## src/dds_consts.svh

```systemverilog
// Purpose: Constants for the synthesizer output-select and start-up block.
// Assumes: 25 MHz master clock; APB register access with 32-bit data.
// Notes:   Offsets are byte addresses; field positions follow the control word.
`ifndef DDS_CONSTS_SVH
`define DDS_CONSTS_SVH

// ==========================================================
// Register offsets
`define OFS_CONTROL     12'h000
`define OFS_FREQ0       12'h004
`define OFS_FREQ1       12'h008
`define OFS_PHASE0      12'h00c
`define OFS_PHASE1      12'h010
`define OFS_STATUS      12'h014

// ==========================================================
// Control field positions
`define BIT_FSEL        11
`define BIT_PSEL        10
`define BIT_PINSW       9
`define BIT_RESET       8
`define BIT_DACPD       6
`define BIT_SQEN        5
`define BIT_CMPSEL      4
`define BIT_HALVE       3
`define BIT_MODE        1

// ==========================================================
// Widths and timing
`define FREQ_W          28
`define PHASE_W         12
`define DAC_W           10
`define LAT_STAGES      7
`define CTRL_W          16
`define STATUS_RST      32'h0000_0001

`endif

```

## src/dds_pkg.sv

```systemverilog
// Purpose: Types for the synthesizer output-select and start-up block.
// Assumes: Constants come from dds_consts.svh.
// Notes:   Types only; every number but the run_e state codes lives in the header.
`include "dds_consts.svh"

package dds_pkg;

  // ==========================================================
  // Control word fields
  typedef struct packed {
    logic       square_pin_enable;
    logic       comparator_route_select;
    logic       halve_square_frequency;
    logic       mode_triangle;
    logic       dac_powerdown_bit;
    logic       pin_or_software_select;
    logic       reset_bit;
    logic       freq_sel_bit;
    logic       phase_sel_bit;
  } ctrl_s;

  typedef enum logic [2:0] {
    ST_RESET = 3'b001,
    ST_FILL  = 3'b010,
    ST_RUN   = 3'b100
  } run_e;

endpackage : dds_pkg

```

## src/dds_output_select_startup.sv

```systemverilog
// Purpose: Output routing, waveform choice, reset and start-up latency of a DDS core.
// Assumes: Single 25 MHz clock; APB slave; host obeys reset and reserved settings.
// Notes:   Square pin is a tri-state pair; the analog output is a 10-bit DAC code.
//
// What this block does
// - Comparator drives square pin when selected.
// - DAC data top bit drives square pin.
// - Halve bit set passes top bit undivided; clear divides it by two.
// - Mode and enable bits choose sine or triangle.
// - Sine mode passes phase through lookup table.
// - Triangle mode bypasses table, 10-bit ramp.
// - Reset clears accumulator path to midscale.
// - Reset leaves phase, frequency, control untouched.
// - Output appears eight or nine cycles later.
// - Frequency select pin picks frequency register.
// - Two phase registers shift carrier phase.
// - Select bit picks reset pin or bit.
// - Pin assert immediate, release sampled later.
// - Square pin high impedance when disabled.
//
// Our own choices: the APB register port and the register offsets.
`include "dds_consts.svh"

module dds_output_select_startup
  import dds_pkg::*;
(
  input  wire logic              clk_i,          // Master clock, 25 MHz
  input  wire logic              reset_i,        // Async reset, active high
  input  wire logic              psel_i,         // APB select
  input  wire logic              penable_i,      // APB enable
  input  wire logic              pwrite_i,       // APB write
  input  wire logic [11:0]       paddr_i,        // APB byte address
  input  wire logic [31:0]       pwdata_i,       // APB write data
  output logic      [31:0]       prdata_o,       // APB read data
  output logic                   pready_o,       // APB ready
  output logic                   pslverr_o,      // APB error, unmapped address
  input  wire logic              reset_pin_i,    // Device reset pin
  input  wire logic              freq_register_select_pin_i, // FSK select pin
  input  wire logic              phase_select_pin_i,         // PSK select pin
  input  wire logic              comparator_i,   // On-board comparator result
  output logic [`DAC_W-1:0]      dac_code_o,     // DAC code, midscale in reset
  output logic                   dac_powered_o,  // DAC enabled
  output logic                   square_o,       // Square pin output value
  output logic                   square_oe_o     // Square pin output enable
);

  // ==========================================================
  // Register storage
  ctrl_s                ctrl_q;
  logic [`FREQ_W-1:0]   freq0_q, freq1_q;
  logic [`PHASE_W-1:0]  phase0_q, phase1_q;
  logic                 wr_en, rd_en, addr_ok;

  assign wr_en   = psel_i & penable_i & pwrite_i;
  assign rd_en   = psel_i & penable_i & ~pwrite_i;
  assign addr_ok = (paddr_i == `OFS_CONTROL) | (paddr_i == `OFS_FREQ0) | (paddr_i == `OFS_FREQ1) |
                   (paddr_i == `OFS_PHASE0) | (paddr_i == `OFS_PHASE1) | (paddr_i == `OFS_STATUS);

  always_ff @(posedge clk_i) begin
    if (wr_en) begin
      case (paddr_i)
        `OFS_CONTROL: begin
          ctrl_q.square_pin_enable       <= pwdata_i[`BIT_SQEN];
          ctrl_q.comparator_route_select <= pwdata_i[`BIT_CMPSEL];
          ctrl_q.halve_square_frequency  <= pwdata_i[`BIT_HALVE];
          ctrl_q.mode_triangle           <= pwdata_i[`BIT_MODE];
          ctrl_q.dac_powerdown_bit       <= pwdata_i[`BIT_DACPD];
          ctrl_q.pin_or_software_select  <= pwdata_i[`BIT_PINSW];
          ctrl_q.reset_bit               <= pwdata_i[`BIT_RESET];
          ctrl_q.freq_sel_bit            <= pwdata_i[`BIT_FSEL];
          ctrl_q.phase_sel_bit           <= pwdata_i[`BIT_PSEL];
        end
        `OFS_FREQ0:  freq0_q  <= pwdata_i[`FREQ_W-1:0];
        `OFS_FREQ1:  freq1_q  <= pwdata_i[`FREQ_W-1:0];
        `OFS_PHASE0: phase0_q <= pwdata_i[`PHASE_W-1:0];
        `OFS_PHASE1: phase1_q <= pwdata_i[`PHASE_W-1:0];
        default: begin
        end
      endcase
    end
  end

  // ==========================================================
  // Pin synchronisers
  logic [1:0] fsel_sync_q, psel_sync_q, cmp_sync_q;

  always_ff @(posedge clk_i or posedge reset_i) begin
    if (reset_i) begin
      fsel_sync_q <= 2'h0;
      psel_sync_q <= 2'h0;
      cmp_sync_q  <= 2'h0;
    end else begin
      fsel_sync_q <= {fsel_sync_q[0], freq_register_select_pin_i};
      psel_sync_q <= {psel_sync_q[0], phase_select_pin_i};
      cmp_sync_q  <= {cmp_sync_q[0], comparator_i};
    end
  end

  // ==========================================================
  // Internal reset
  // immediate assert
  // Pin assertion sets both stages at once; release walks through two
  // falling-edge stages so a pin edge near the clock cannot split the reset.
  logic [1:0] pin_rst_q;
  logic       core_rst;

  always_ff @(negedge clk_i or posedge reset_pin_i) begin
    if (reset_pin_i) begin
      pin_rst_q <= 2'h3;
    end else begin
      pin_rst_q <= {pin_rst_q[0], 1'b0};
    end
  end

  logic sel_pin_q;
  always_ff @(posedge clk_i or posedge reset_i) begin
    if (reset_i) begin
      sel_pin_q <= 1'b1;
    end else begin
      sel_pin_q <= ctrl_q.pin_or_software_select;
    end
  end

  // The selected source acts at once; core_rst_q only reports the state
  assign core_rst = reset_i | (sel_pin_q ? pin_rst_q[1] : ctrl_q.reset_bit);

  logic core_rst_q;
  always_ff @(posedge clk_i or posedge reset_i) begin
    if (reset_i) begin
      core_rst_q <= 1'b1;
    end else begin
      core_rst_q <= core_rst;
    end
  end

  // ==========================================================
  // Accumulator and phase
  logic [`FREQ_W-1:0]  acc_q;
  logic [`FREQ_W-1:0]  step;
  logic [`PHASE_W-1:0] poff;
  logic                fsel, psel;

  assign fsel = sel_pin_q ? fsel_sync_q[1] : ctrl_q.freq_sel_bit;
  assign step = fsel ? freq1_q : freq0_q;
  assign psel = sel_pin_q ? psel_sync_q[1] : ctrl_q.phase_sel_bit;
  assign poff = psel ? phase1_q : phase0_q;

  always_ff @(posedge clk_i or posedge core_rst) begin
    if (core_rst) begin
      acc_q <= '0;
    end else begin
      acc_q <= acc_q + step;
    end
  end

  logic [`PHASE_W-1:0] phase_w;
  assign phase_w = acc_q[`FREQ_W-1 -: `PHASE_W] + poff;

  // ==========================================================
  // Sine table, quarter wave, computed combinationally
  logic [`DAC_W-1:0] sine_code;
  logic [`DAC_W-1:0] tri_code;

  function automatic logic [8:0] quarter_sine(input logic [9:0] idx);
    logic [8:0]  x;
    logic [17:0] bend;
    x    = idx[9] ? ~idx[8:0] : idx[8:0];
    bend = (18'(x) * 18'(9'h1ff - x)) >> 9;
    // Parabolic quarter sine; peaks at 511 exactly, so the top never wraps to zero
    quarter_sine = 9'(18'(x) + bend);
  endfunction : quarter_sine

  always_comb begin
    logic [8:0] mag;
    mag = quarter_sine(phase_w[10:1]);
    sine_code = phase_w[11] ? 10'(10'h1ff - {1'b0, mag}) : 10'(10'h200 + {1'b0, mag});
  end

  assign tri_code = phase_w[11] ? ~phase_w[10:1] : phase_w[10:1];

  logic use_tri;
  assign use_tri = ctrl_q.mode_triangle & ~ctrl_q.square_pin_enable;

  // ==========================================================
  // Latency pipeline, midscale while in reset
  // nine cycle start
  // Pin release gives nine clocks to the first code, bit release eight.
  logic [`DAC_W-1:0] pipe_q [`LAT_STAGES];

  always_ff @(posedge clk_i or posedge core_rst) begin
    if (core_rst) begin
      for (int i = 0; i < `LAT_STAGES; i++) begin
        pipe_q[i] <= 10'h200;
      end
    end else begin
      pipe_q[0] <= use_tri ? tri_code : sine_code;
      for (int i = 1; i < `LAT_STAGES; i++) begin
        pipe_q[i] <= pipe_q[i-1];
      end
    end
  end

  always_ff @(posedge clk_i or posedge core_rst) begin
    if (core_rst) begin
      dac_code_o <= 10'h200;
    end else begin
      dac_code_o <= pipe_q[`LAT_STAGES-1];
    end
  end

  always_ff @(posedge clk_i or posedge reset_i) begin
    if (reset_i) begin
      dac_powered_o <= 1'b0;
    end else begin
      dac_powered_o <= ~ctrl_q.dac_powerdown_bit;
    end
  end

  // ==========================================================
  // Square output
  logic msb_half_q;
  logic msb_prev_q;

  always_ff @(posedge clk_i or posedge core_rst) begin
    if (core_rst) begin
      msb_half_q <= 1'b0;
      msb_prev_q <= 1'b0;
    end else begin
      msb_prev_q <= pipe_q[`LAT_STAGES-1][`DAC_W-1];
      if (pipe_q[`LAT_STAGES-1][`DAC_W-1] & ~msb_prev_q) begin
        msb_half_q <= ~msb_half_q;
      end
    end
  end

  always_ff @(posedge clk_i or posedge reset_i) begin
    if (reset_i) begin
      square_o    <= 1'b0;
      square_oe_o <= 1'b0;
    end else begin
      square_oe_o <= ctrl_q.square_pin_enable;
      if (ctrl_q.comparator_route_select) begin
        square_o <= cmp_sync_q[1];
      end else if (ctrl_q.halve_square_frequency) begin
        square_o <= pipe_q[`LAT_STAGES-1][`DAC_W-1];
      end else begin
        square_o <= msb_half_q;
      end
    end
  end

  // ==========================================================
  // APB read path, zero wait states
  always_ff @(posedge clk_i or posedge reset_i) begin
    if (reset_i) begin
      prdata_o  <= 32'h0;
      pready_o  <= 1'b0;
      pslverr_o <= 1'b0;
    end else begin
      pready_o  <= psel_i & ~penable_i;
      pslverr_o <= psel_i & ~penable_i & ~addr_ok;
      prdata_o  <= 32'h0;
      if (psel_i & ~penable_i & ~pwrite_i) begin
        case (paddr_i)
          `OFS_CONTROL: prdata_o <= 32'({ctrl_q.freq_sel_bit, ctrl_q.phase_sel_bit,
                                         ctrl_q.pin_or_software_select, ctrl_q.reset_bit, 1'b0,
                                         ctrl_q.dac_powerdown_bit, ctrl_q.square_pin_enable,
                                         ctrl_q.comparator_route_select, ctrl_q.halve_square_frequency,
                                         1'b0, ctrl_q.mode_triangle, 1'b0});
          `OFS_FREQ0:   prdata_o <= 32'(freq0_q);
          `OFS_FREQ1:   prdata_o <= 32'(freq1_q);
          `OFS_PHASE0:  prdata_o <= 32'(phase0_q);
          `OFS_PHASE1:  prdata_o <= 32'(phase1_q);
          `OFS_STATUS:  prdata_o <= 32'({fsel, psel, core_rst_q});
          default:      prdata_o <= 32'h0;
        endcase
      end
    end
  end
endmodule : dds_output_select_startup

```

## config.mk

```make
export PLATFORM = sky130hd
export DESIGN_NAME = dds_output_select_startup
export DESIGN_NICKNAME = d
export VERILOG_FILES = /design/src/dds_pkg.sv /design/src/dds_output_select_startup.sv
export VERILOG_INCLUDE_DIRS = /design/src /design/src/src
export SDC_FILE = /design/constraint.sdc
export NUM_CORES = 1
export LEC_CHECK = 0
export BUFFER_PORTS_ARGS = -buffer_cell sky130_fd_sc_hd__buf_2
export CAP_MARGIN = 20
export CORE_MARGIN = 3
export CORE_UTILIZATION = 55
export DETAILED_ROUTE_END_ITERATION = 8
export PLACE_DENSITY = 0.79
export SYNTH_ARGS = -nofsm -noshare
export SYNTH_HDL_FRONTEND = slang
export SYNTH_SLANG_ARGS = --single-unit
```

## constraint.sdc

```tcl
create_clock -name clk_i -period 17.5 [get_ports clk_i]
set_input_delay 4.375 -clock clk_i [delete_from_list [all_inputs] [get_ports clk_i]]
set_output_delay 4.375 -clock clk_i [all_outputs]
set_load 0.01 [all_outputs]
```

==> results of run 1 <==
area by class of cell:
| class | instances | area (µm²) |
|---|---|---|
| timing repair buffer | 109 | 627 |
| sequential | 242 | 6520 |
| tap | 280 | 350 |
| fill | 1611 | 7800 |
| clock buffer | 31 | 637 |
| multi-input combinational | 686 | 5800 |
| inverter | 82 | 308 |
| antenna | 2 | 5.00 |
| clock inverter | 15 | 191 |
worst max path at each step:
stage | to | start | cells past startpoint
2_1_floorplan | acc_q[0] | pin_rst_q[1] | 1
3_3_place_gp | pin_rst_q[0] | reset_pin_i | 2
3_5_place_dp | pin_rst_q[0] | reset_pin_i | 2
4_1_cts | pin_rst_q[1] | reset_pin_i | 2
5_1_grt | pin_rst_q[1] | reset_pin_i | 2
6_report | pin_rst_q[1] | reset_pin_i | 2
synthesized netlist by cell type (20+ instances only):
cell and n:
dfrtp_1 141, ha_1 103, nor2_1 102, edfxtp_1 89, inv_1 79, a21oi_1 52, fa_1 41, nand2_1 40
xnor2_1 40, mux2_2 37, mux2i_1 27, xor2_1 27, clkbuf_1 21, nor3_1 20
per-stage QoR:
| stage | hold WS, ns | instances | utilization | setup slack, ns |
|---|---|---|---|---|
| 3_5_place_dp | 0.335 | 1397 | 0.609 | 4.32 |
| 6_report | 0.343 | 1447 | 0.649 | 4.92 |
| 5_1_grt | 0.350 | 1446 | 0.649 | 4.91 |
| 4_1_cts | 0.347 | 1442 | 0.647 | 4.93 |
| 2_1_floorplan | 0.331 | 1040 | - | 2.21 |
| 3_3_place_gp | 0.331 | 1396 | 0.609 | 4.33 |
cell families after synthesis:
group,after synthesis,share of synthesized area
other,1,0.000295
muxes,65,0.0559
adders and majority gates,145,0.167
AOI/OAI and AO/OA,163,0.0883
and+or+nand+nor,236,0.0867
DFF,242,0.513
buffers and inverters,112,0.0350
xor gates and xnor gates,72,0.0536
registers in the layout, indices dropped and copies added (netlist names):
name,count
ctrl_q,9
fsel_sync_q,2
freq0_q,28
psel_sync_q,2
square_o,1
prdata_o,28
pready_o,1
msb_prev_q,1
square_oe_o,1
cmp_sync_q,2
pin_rst_q,2
pslverr_o,1
phase0_q,12
freq1_q,28
phase1_q,12
sel_pin_q,1
dac_code_o,10
pipe_q,70
dac_powered_o,1
acc_q,28
core_rst_q,1
msb_half_q,1
per-layer routing:
layer / share of wire / global-route usage / vias to the layer above / wire length (µm)
li1: - / - / 3843 / -
met1: 0.44 / 0.288 / 4004 / 11400
met2: 0.47 / 0.364 / 286 / 12400
met3: 0.064 / 0.0293 / 51 / 1670
met4: 0.027 / 0.0582 / 0 / 703
met5: 0 / 0 / - / 0
cell usage in the layout, fill, tap and decap left out, types with 7 or more instances in the layout:
cell | netlist | final
nor3_1 | 20 | 18
and3_1 | 7 | 7
nor2b_1 | 10 | 10
buf_2 | 1 | 91
mux2i_1 | 27 | 26
nand2b_1 | 12 | 12
inv_1 | 79 | 79
o21bai_1 | 7 | 7
a22oi_1 | 18 | 18
o21ai_0 | 19 | 19
a21oi_1 | 52 | 52
edfxtp_1 | 89 | 89
fa_1 | 41 | 41
nand4_1 | 7 | 7
buf_4 | 4 | 15
xnor2_1 | 40 | 40
dfstp_2 | 12 | 12
o22a_1 | 9 | 9
clkbuf_16 | 0 | 24
mux2_2 | 37 | 37
dfrtp_1 | 141 | 141
xor2_1 | 27 | 27
nand3_1 | 14 | 14
a21o_1 | 18 | 18
ha_1 | 103 | 103
nand2_1 | 40 | 40
nor2_1 | 102 | 102
==> run_results.csv, run 1 <==
group,metric,value,unit
place,routabilityCongestion,0.874,
clock_network,clk_path_buf_depth,3,
outcome,outcome,"complete, no violations",
synth,yosys_warnings,0,
cells_and_area,stdcell_area,14400,µm²
setup_path,crit_type,"input pin to async pin",
cells_and_area,layout.nets,1344,
timing,slew_headroom,0.340,
drt,firstDrtPassIters,5,
clock_network,ctsResizeCount,0,
synth,syn_area,12700,µm²
floorplan,io_pins,100,
cells_and_area,drive_gt1_frac,0.185,
place,placed_area,13500,µm²
synth,synth_area_leaders,"dfrtp_1 28%, edfxtp_1 21%, ha_1 10%, fa_1 6.5%, mux2_2 3.3%",
floorplan,row_count,54,
clock_network,clockRootBuffer,"clkbuf_16",
global_route,antenna_found_initial,1,
place,dp_hpwl,18400,µm
min_path,min_from,"pipe_q[24]",
global_route,grtUsageTotal,0.213,
setup_path,crit_path_end_kind,"async pin",
timing,drv_slew,0,
drt,drt_iter0_markers,591,
synth,synth-main-ff-cell,"dfrtp_1",
drt,wire_per_inst,18.1,µm
drt,num_vias,8184,
timing,worst_slew_pin_slew,0.981,ns
clock_network,clkTransAtPathRegs,0.06,ns
setup_path,rr_endpoint,"pipe_q[35]",
floorplan,chipHeight,158,µm
min_path,holdPathEnd,"pipe_q[14]",
setup_path,r2r_cells,3,
timing,finalHoldViolCount,0,
min_path,hold_path_class,"register to register",
clock_network,cts_tree,"yes",
synth,syn_inst,1036,
floorplan,initial_core_util,0.571,
clock_network,clkLatencyLatePin,0.58,ns
global_route,overflow,0,
timing,setup-tns-final,0,ns
floorplan,die_w,158,µm
setup_path,crit_chain,"buf_2, inv_1",
synth,ys_seq_elements,242,
drt,drc_errors,0,
synth,syn_avg_cell_area,12.3,µm²
timing,fin_worst_skew,0.0684,ns
setup_path,cp-start-kind,"input pin",
job,cap_violations,0,
synth,synth_enable_flop_cells,89,
timing,rsz0062_at_grt,"false",
setup_path,reg2reg_from,"pin_rst_q[1]",
clock_network,postCtsHoldBufs,0,
setup_path,cp_max_fo,2,
cells_and_area,syn2layout_area_growth,13.7,%
clock_network,cts_buffers,24,
setup_path,cp_top_family,"buffers and inverters",
floorplan,die-area,24900,µm²
global_route,grt_max_degree,83,
min_path,whs_path_depth,0,
setup_path,crit_buf_inv,2,
drt,finalWirelength,26200,µm
setup_path,crit_arrival,4.54,ns
setup_path,crit_path_max_incr_delay,0.10,ns
synth,synth_top_area_frac,0.278,
clock_network,post-cts-setup-buffer-count,0,
synth,yosysTopAreaCell,"dfrtp_1",
timing,finalSetupViolCount,0,
floorplan,core-area,22200,µm²
drt,postRouteAntennaNets,0,
setup_path,crit_slowest_cell,"buf_2",
synth,yosysUniqueCellTypes,66,
setup_path,regToRegSetupSlack,6.84,ns
setup_path,crit_required,9.46,ns
synth,seq_area_frac_synth,0.513,
global_route,grt_pass1_wl,41900,µm
clock_network,htreeDepth,1,
place,io_buffers,91,
synth,async_flop_share,0.632,
global_route,grt_pass1_vias,8290,
drt,viasPerCell,5.66,
clock_network,cts.sinks,242,
Power of run 1 is not shown: default switching activity piles up to over one toggle a cycle in this logic, so the estimate is an artifact.
==> run 2, diff against run 1 <==
--- a/config.mk
+++ b/config.mk
@@ -6,6 +6,7 @@
 export SDC_FILE = /design/constraint.sdc
 export NUM_CORES = 1
 export LEC_CHECK = 0
+export ABC_AREA = 1
 export BUFFER_PORTS_ARGS = -buffer_cell sky130_fd_sc_hd__buf_2
 export CAP_MARGIN = 20
 export CORE_MARGIN = 3
==> constraint.sdc (replaced) <==
create_clock -name clk_i -period 11.9 [get_ports clk_i]
set_input_delay 2.975 -clock clk_i [delete_from_list [all_inputs] [get_ports clk_i]]
set_output_delay 2.975 -clock clk_i [all_outputs]
set_load 0.01 [all_outputs]
==> run 2 against run 1 <==
Compared with the run above:
- critical path depth is 42 higher
- register-to-register slack got worse by 4.0 ns
- critical path type is now register to register
- die area rose by 2.6%
- setup slack got worse by 2.1 ns
- synthesized cell count increased by 24%
- hold slack gained 0.0020 ns
- clock-buffer cell count up 1
- global-route usage grew 0.91 points
- first-iteration DRC count rose by 16%
- core utilization decreased by 0.96 points
==> run_results.csv, run 2 <==
group,metric,value,unit
outcome,outcome,"complete, no violations",
synth,async_flop_share,0.632,
synth,ys_top_cells_by_count,"288 x nand2_1, 155 x inv_1, 141 x dfrtp_1, 103 x ha_1, 89 x edfxtp_1",
synth,synth_top_area_frac,0.271,
clock_network,ctsResizeCount,0,
drt,viasPerCell,5.30,
synth,synthMostInstantiatedCell,"nand2_1",
global_route,grt_max_degree,86,
synth,syn_inst,1285,
global_route,grtUsageTotal,0.222,
floorplan,die_w,160,µm
timing,finalSetupViolCount,0,
setup_path,cp-start-kind,"register",
timing,fin_worst_skew,0.0536,ns
floorplan,chipHeight,160,µm
cells_and_area,drive_gt1_frac,0.154,
cells_and_area,largest_reg_flops,70,
timing,fin_crit,9.09,ns
drt,drc_errors,0,
clock_network,cts_buffers,24,
clock_network,htreeDepth,1,
drt,num_vias,9141,
floorplan,io_pins,100,
timing,finalHoldViolCount,0,
synth,synth_enable_flop_cells,89,
min_path,hold_path_class,"register to register",
global_route,overflow,0,
timing,drv_slew,0,
timing,worst_slew_pin_slew,0.988,ns
timing,rsz0062_at_grt,"false",
clock_network,clk_path_buf_depth,3,
setup_path,crit_arrival,9.50,ns
synth,synth_area_leaders,"dfrtp_1 27%, edfxtp_1 21%, ha_1 9.9%, nand2_1 8.3%, fa_1 6.3%",
clock_network,clkLatencyLatePin,0.55,ns
timing,max_freq,110,MHz
synth,syn_area,13000,µm²
cells_and_area,top_register,"pipe_q",
global_route,grt_pass1_vias,9255,
drt,finalWirelength,28100,µm
cells_and_area,layout.nets,1590,
synth,yosysUniqueCellTypes,61,
clock_network,cts.sinks,242,
setup_path,crit_slowest_cell,"dfstp_2",
drt,postRouteAntennaNets,0,
synth,yosysTopAreaCell,"dfrtp_1",
timing,setup-tns-final,0,ns
clock_network,clkTransAtPathRegs,0.06,ns
cells_and_area,n_fill_cell,1812,
cells_and_area,antenna_cells,0,
setup_path,crit_type,"register to register",
place,dp_hpwl,20400,µm
clock_network,clockRootBuffer,"clkbuf_16",
cells_and_area,mostFrequentLayoutCells,"288 x nand2_1, 155 x inv_1, 141 x dfrtp_1, 103 x ha_1, 91 x buf_2",
timing,slew_headroom,0.338,
synth,synth-main-ff-cell,"dfrtp_1",
clock_network,post-cts-setup-buffer-count,0,
clock_network,cts_tree,"yes",
setup_path,crit_required,12.31,ns
timing,period_share,0.764,
cells_and_area,syn2layout_area_growth,12.8,%
drt,wire_per_inst,16.3,µm
synth,seq_area_frac_synth,0.500,
floorplan,row_count,55,
floorplan,die-area,25600,µm²
synth,ys_seq_elements,242,
job,cap_violations,0,
setup_path,crit_path_end_kind,"register",
synth,yosys_warnings,0,
global_route,antenna_found_initial,0,
setup_path,cp_max_fo,22,
place,routabilityCongestion,0.976,
drt,drt_iter0_markers,688,
cells_and_area,final_common_cell,"nand2_1",
setup_path,crit_path_max_incr_delay,0.59,ns
drt,firstDrtPassIters,5,
global_route,grt_pass1_wl,46200,µm
floorplan,initial_core_util,0.567,
clock_network,postCtsHoldBufs,0,
synth,syn_avg_cell_area,10.1,µm²
place,io_buffers,91,
floorplan,core-area,23000,µm²
==> run 2: critical path, delay by kind of cell, from the launching register on <==
| kind | cells | cell delay, ns |
|---|---|---|
| XOR/XNOR | 3 | 0.64 |
| adder cells (fa/ha/maj) | 8 | 3.56 |
| AND/OR/NAND/NOR | 17 | 1.78 |
| AO/OA/AOI/OAI | 8 | 1.73 |
| buffers and inverters | 8 | 0.67 |
| flip-flops | 1 | 0.59 |
==> run 2: kinds of logic after synthesis <==
family / after synthesis / share of synthesized area
and+or+nand+nor: 476 / 0.158
other: 1 / 0.000288
AOI/OAI and AO/OA: 175 / 0.0774
muxes: 2 / 0.00163
xor gates and xnor gates: 56 / 0.0430
buffers and inverters: 189 / 0.0579
adders and majority gates: 144 / 0.162
DFF: 242 / 0.500
==> run 2: through the flow <==
step | area (µm²) | instances | hold WS (ns) | setup WS [ns] | utilization
global placement | 13900 | 1679 | 0.331 | 2.93 | 0.604
floorplan | 13100 | 1289 | 0.331 | 1.97 | -
global route | 14700 | 1724 | 0.351 | 2.05 | 0.640
finish | 14700 | 1724 | 0.345 | 2.81 | 0.640
detailed placement | 13900 | 1679 | 0.335 | 2.90 | 0.604
CTS | 14700 | 1724 | 0.347 | 2.89 | 0.640
==> run 2: final cells by class <==
type                    count  area (µm²)  share of cell area
well taps                 313         392              0.0266
clock buffers              32         683              0.0465
repair buffers            103         546              0.0371
flip-flops and latches    242        6520               0.443
inverters                 162         608              0.0414
multi-input cells         858        5810               0.395
clock inverters            14         146             0.00996
==> run 2: path summary, 6_finish.rpt <==
check | endpoint | slack (ns) | startpoint | depth (start not counted)
max in group asynchronous | pin_rst_q[0] | 3.48 | reset_pin_i | 2
min in group asynchronous | acc_q[1] | 0.65 | ctrl_q[2] | 4
worst max register to register | pipe_q[68] | 2.81 | sel_pin_q | 44
worst max-delay path | pipe_q[68] | 2.81 | sel_pin_q | 44
worst min-delay path | pipe_q[27] | 0.35 | pipe_q[37] | 0
worst min register to register | pipe_q[27] | 0.35 | pipe_q[37] | 0
==> run 2: per-layer routing <==
layer  global-route usage  part of all wire  wire length (µm)
met1                0.315              0.44             12300
met3               0.0384             0.076              2130
met4               0.0639             0.028               773
met5                    0                 0                 0
met2                0.354              0.46             12900
Power of run 2 is left out for the same reason.
==> run 3, diff against run 2 <==
--- a/config.mk
+++ b/config.mk
@@ -12,7 +12,7 @@
 export CORE_MARGIN = 3
 export CORE_UTILIZATION = 55
 export DETAILED_ROUTE_END_ITERATION = 8
-export PLACE_DENSITY = 0.79
+export PLACE_DENSITY = 0.82
 export SYNTH_ARGS = -nofsm -noshare
 export SYNTH_HDL_FRONTEND = slang
 export SYNTH_SLANG_ARGS = --single-unit
==> constraint.sdc (replaced) <==
create_clock -name clk_i -period 7.5 [get_ports clk_i]
set_input_delay 1.875 -clock clk_i [delete_from_list [all_inputs] [get_ports clk_i]]
set_output_delay 1.875 -clock clk_i [all_outputs]
set_load 0.01 [all_outputs]
==> run 3 against run 2 <==
Compared with the run above:
- critical endpoint unchanged
- flip-flop and latch count did not move
- register-to-register slack got worse by 3.6 ns
- clock-buffer cell count fell by 2
- largest cell class unchanged
- sequential share of layout area fell by 4.3 points
- wire length rose by 22%
- global-route usage rose by 2.3 points
- core utilization rose by 6.9 points
- the flow now finishes with violations (negative setup slack)
- critical path depth rose by 1
- die area did not move
- first-iteration DRC count rose by 43%
- clock skew fell by 0.0063 ns
- cell count rose by 7.3%
==> run_results.csv, run 3 (synthesized netlist as in run 2, its figures left out) <==
group,metric,value,unit
drt,postRouteAntennaNets,0,
clock_network,cts_tree,"yes",
drt,wire_per_inst,18.5,µm
clock_network,clockRootBuffer,"clkbuf_16",
floorplan,row_count,55,
global_route,antenna_found_initial,0,
timing,fin_crit,8.31,ns
cells_and_area,drive_gt1_frac,0.278,
global_route,grt_pass1_wl,51100,µm
drt,firstDrtPassIters,8,
floorplan,chipHeight,160,µm
min_path,hold_path_class,"register to register",
setup_path,crit_type,"register to register",
global_route,grt_max_degree,111,
setup_path,cp-start-kind,"register",
setup_path,crit_required,7.90,ns
clock_network,htreeDepth,1,
timing,drv_slew,0,
timing,slew_headroom,0.273,
setup_path,crit_path_end_kind,"register",
setup_path,cp_max_fo,8,
cells_and_area,mostFrequentLayoutCells,"267 x nand2_1, 144 x inv_1, 141 x dfrtp_1, 120 x buf_4, 91 x buf_2",
place,routabilityCongestion,0.933,
setup_path,cp_top_family,"adder cells",
timing,worst_slew_pin_slew,1.08,ns
setup_path,crit_path_max_incr_delay,0.61,ns
setup_path,crit_top_cell,"inv_1",
floorplan,die_w,160,µm
setup_path,crit_arrival,8.71,ns
setup_path,crit_slowest_cell,"dfstp_2",
cells_and_area,syn2layout_area_growth,24.9,%
outcome,outcome,"finished, violations left",
floorplan,io_pins,100,
setup_path,regToRegSetupSlack,-0.81,ns
clock_network,clk_path_buf_depth,3,
floorplan,core-area,23000,µm²
global_route,overflow,0,
cells_and_area,top_register,"pipe_q",
clock_network,cts.sinks,242,
outcome,violations,"negative setup slack",
clock_network,clkTransAtPathRegs,0.07,ns
timing,rsz0062_at_grt,"true",
drt,finalWirelength,34200,µm
timing,period_share,1.11,
floorplan,die-area,25600,µm²
cells_and_area,antenna_cells,0,
place,io_buffers,91,
floorplan,initial_core_util,0.567,
clock_network,clkLatencyLatePin,0.55,ns
setup_path,crit_buf_inv,11,
drt,drc_errors,0,
cells_and_area,layout.nets,1715,
drt,drt_iter0_markers,985,
place,dp_hpwl,22400,µm
cells_and_area,largest_reg_flops,70,
drt,num_vias,10400,
drt,viasPerCell,5.65,
timing,finalSetupViolCount,8,
clock_network,cts_buffers,24,
clock_network,postCtsHoldBufs,0,
timing,fin_worst_skew,0.0473,ns
global_route,grtUsageTotal,0.245,
global_route,grt_pass1_vias,10300,
timing,finalHoldViolCount,0,
timing,fin_ws,-0.810,ns
timing,max_freq,120,MHz
cells_and_area,final_common_cell,"nand2_1",
cells_and_area,final_core_util,0.708,
job,cap_violations,0,
-- run 3: cell count changes in the layout (fill, tap and decap cells not counted), moves of 8 or more --
| cell | delta |
|---|---|
| buf_6 | +15 |
| ha_1 | -13 |
| buf_4 | +108 |
| inv_1 | -11 |
| ha_4 | +12 |
| nand2_2 | +14 |
| nand2_1 | -21 |
| nor2_1 | -8 |
| a21oi_1 | -12 |
-- run 3: area by class of cell --
cell class	instances	area (µm²)
Clock buffer	30	633
Clock inverter	16	143
Fill cell	1528	6710
Inverter	162	618
Multi-Input combinational cell	859	6430
Sequential cell	242	6520
Tap cell	313	392
Timing Repair Buffer	227	1550
-- run 3: worst paths after layout --
kind,start,end,cells after the start
worst max-delay path,sel_pin_q,pipe_q[68],45
worst min-delay path,fsel_sync_q[0],fsel_sync_q[1],0
worst max register to register,sel_pin_q,pipe_q[68],45
worst min register to register,fsel_sync_q[0],fsel_sync_q[1],0
max in group asynchronous,reset_pin_i,pin_rst_q[1],2
min in group asynchronous,sel_pin_q,acc_q[23],4
-- run 3: layer usage --
layer | share of wire | global-route usage | routed length [µm] | up-vias
met3 | 0.10 | 0.0454 | 3520 | 120
li1 | - | - | - | 4673
met1 | 0.38 | 0.331 | 13100 | 5034
met4 | 0.037 | 0.0694 | 1250 | 0
met2 | 0.48 | 0.410 | 16400 | 613
met5 | 0 | 0 | 0 | -
-- run 3: metrics by stage --
stage / worst slack [ns] / TNS (ns) / std cells / hold WS (ns) / area, µm²
finish: -0.810 / -4.53 / 1849 / 0.334 / 16300
global route: -1.03 / -6.39 / 1849 / 0.351 / 16300
CTS: -0.357 / -1.51 / 1842 / 0.337 / 16000
detailed placement: -0.808 / -3.82 / 1780 / 0.335 / 14800
global placement: -0.554 / -2.22 / 1779 / 0.332 / 14800
floorplan: -0.227 / -23.38 / 1289 / 0.331 / 13300
-- run 3: repair_timing --
action / CTS / global route
hold endpoints to repair: 0 / 0
endpoints found under the setup margin: 8 / 8
cloned: 1 / 0
pin swaps: 29 / 52
gates resized for setup: 49 / 62
setup buffers: 16 / 7
Power of run 3 is left out for the same reason.
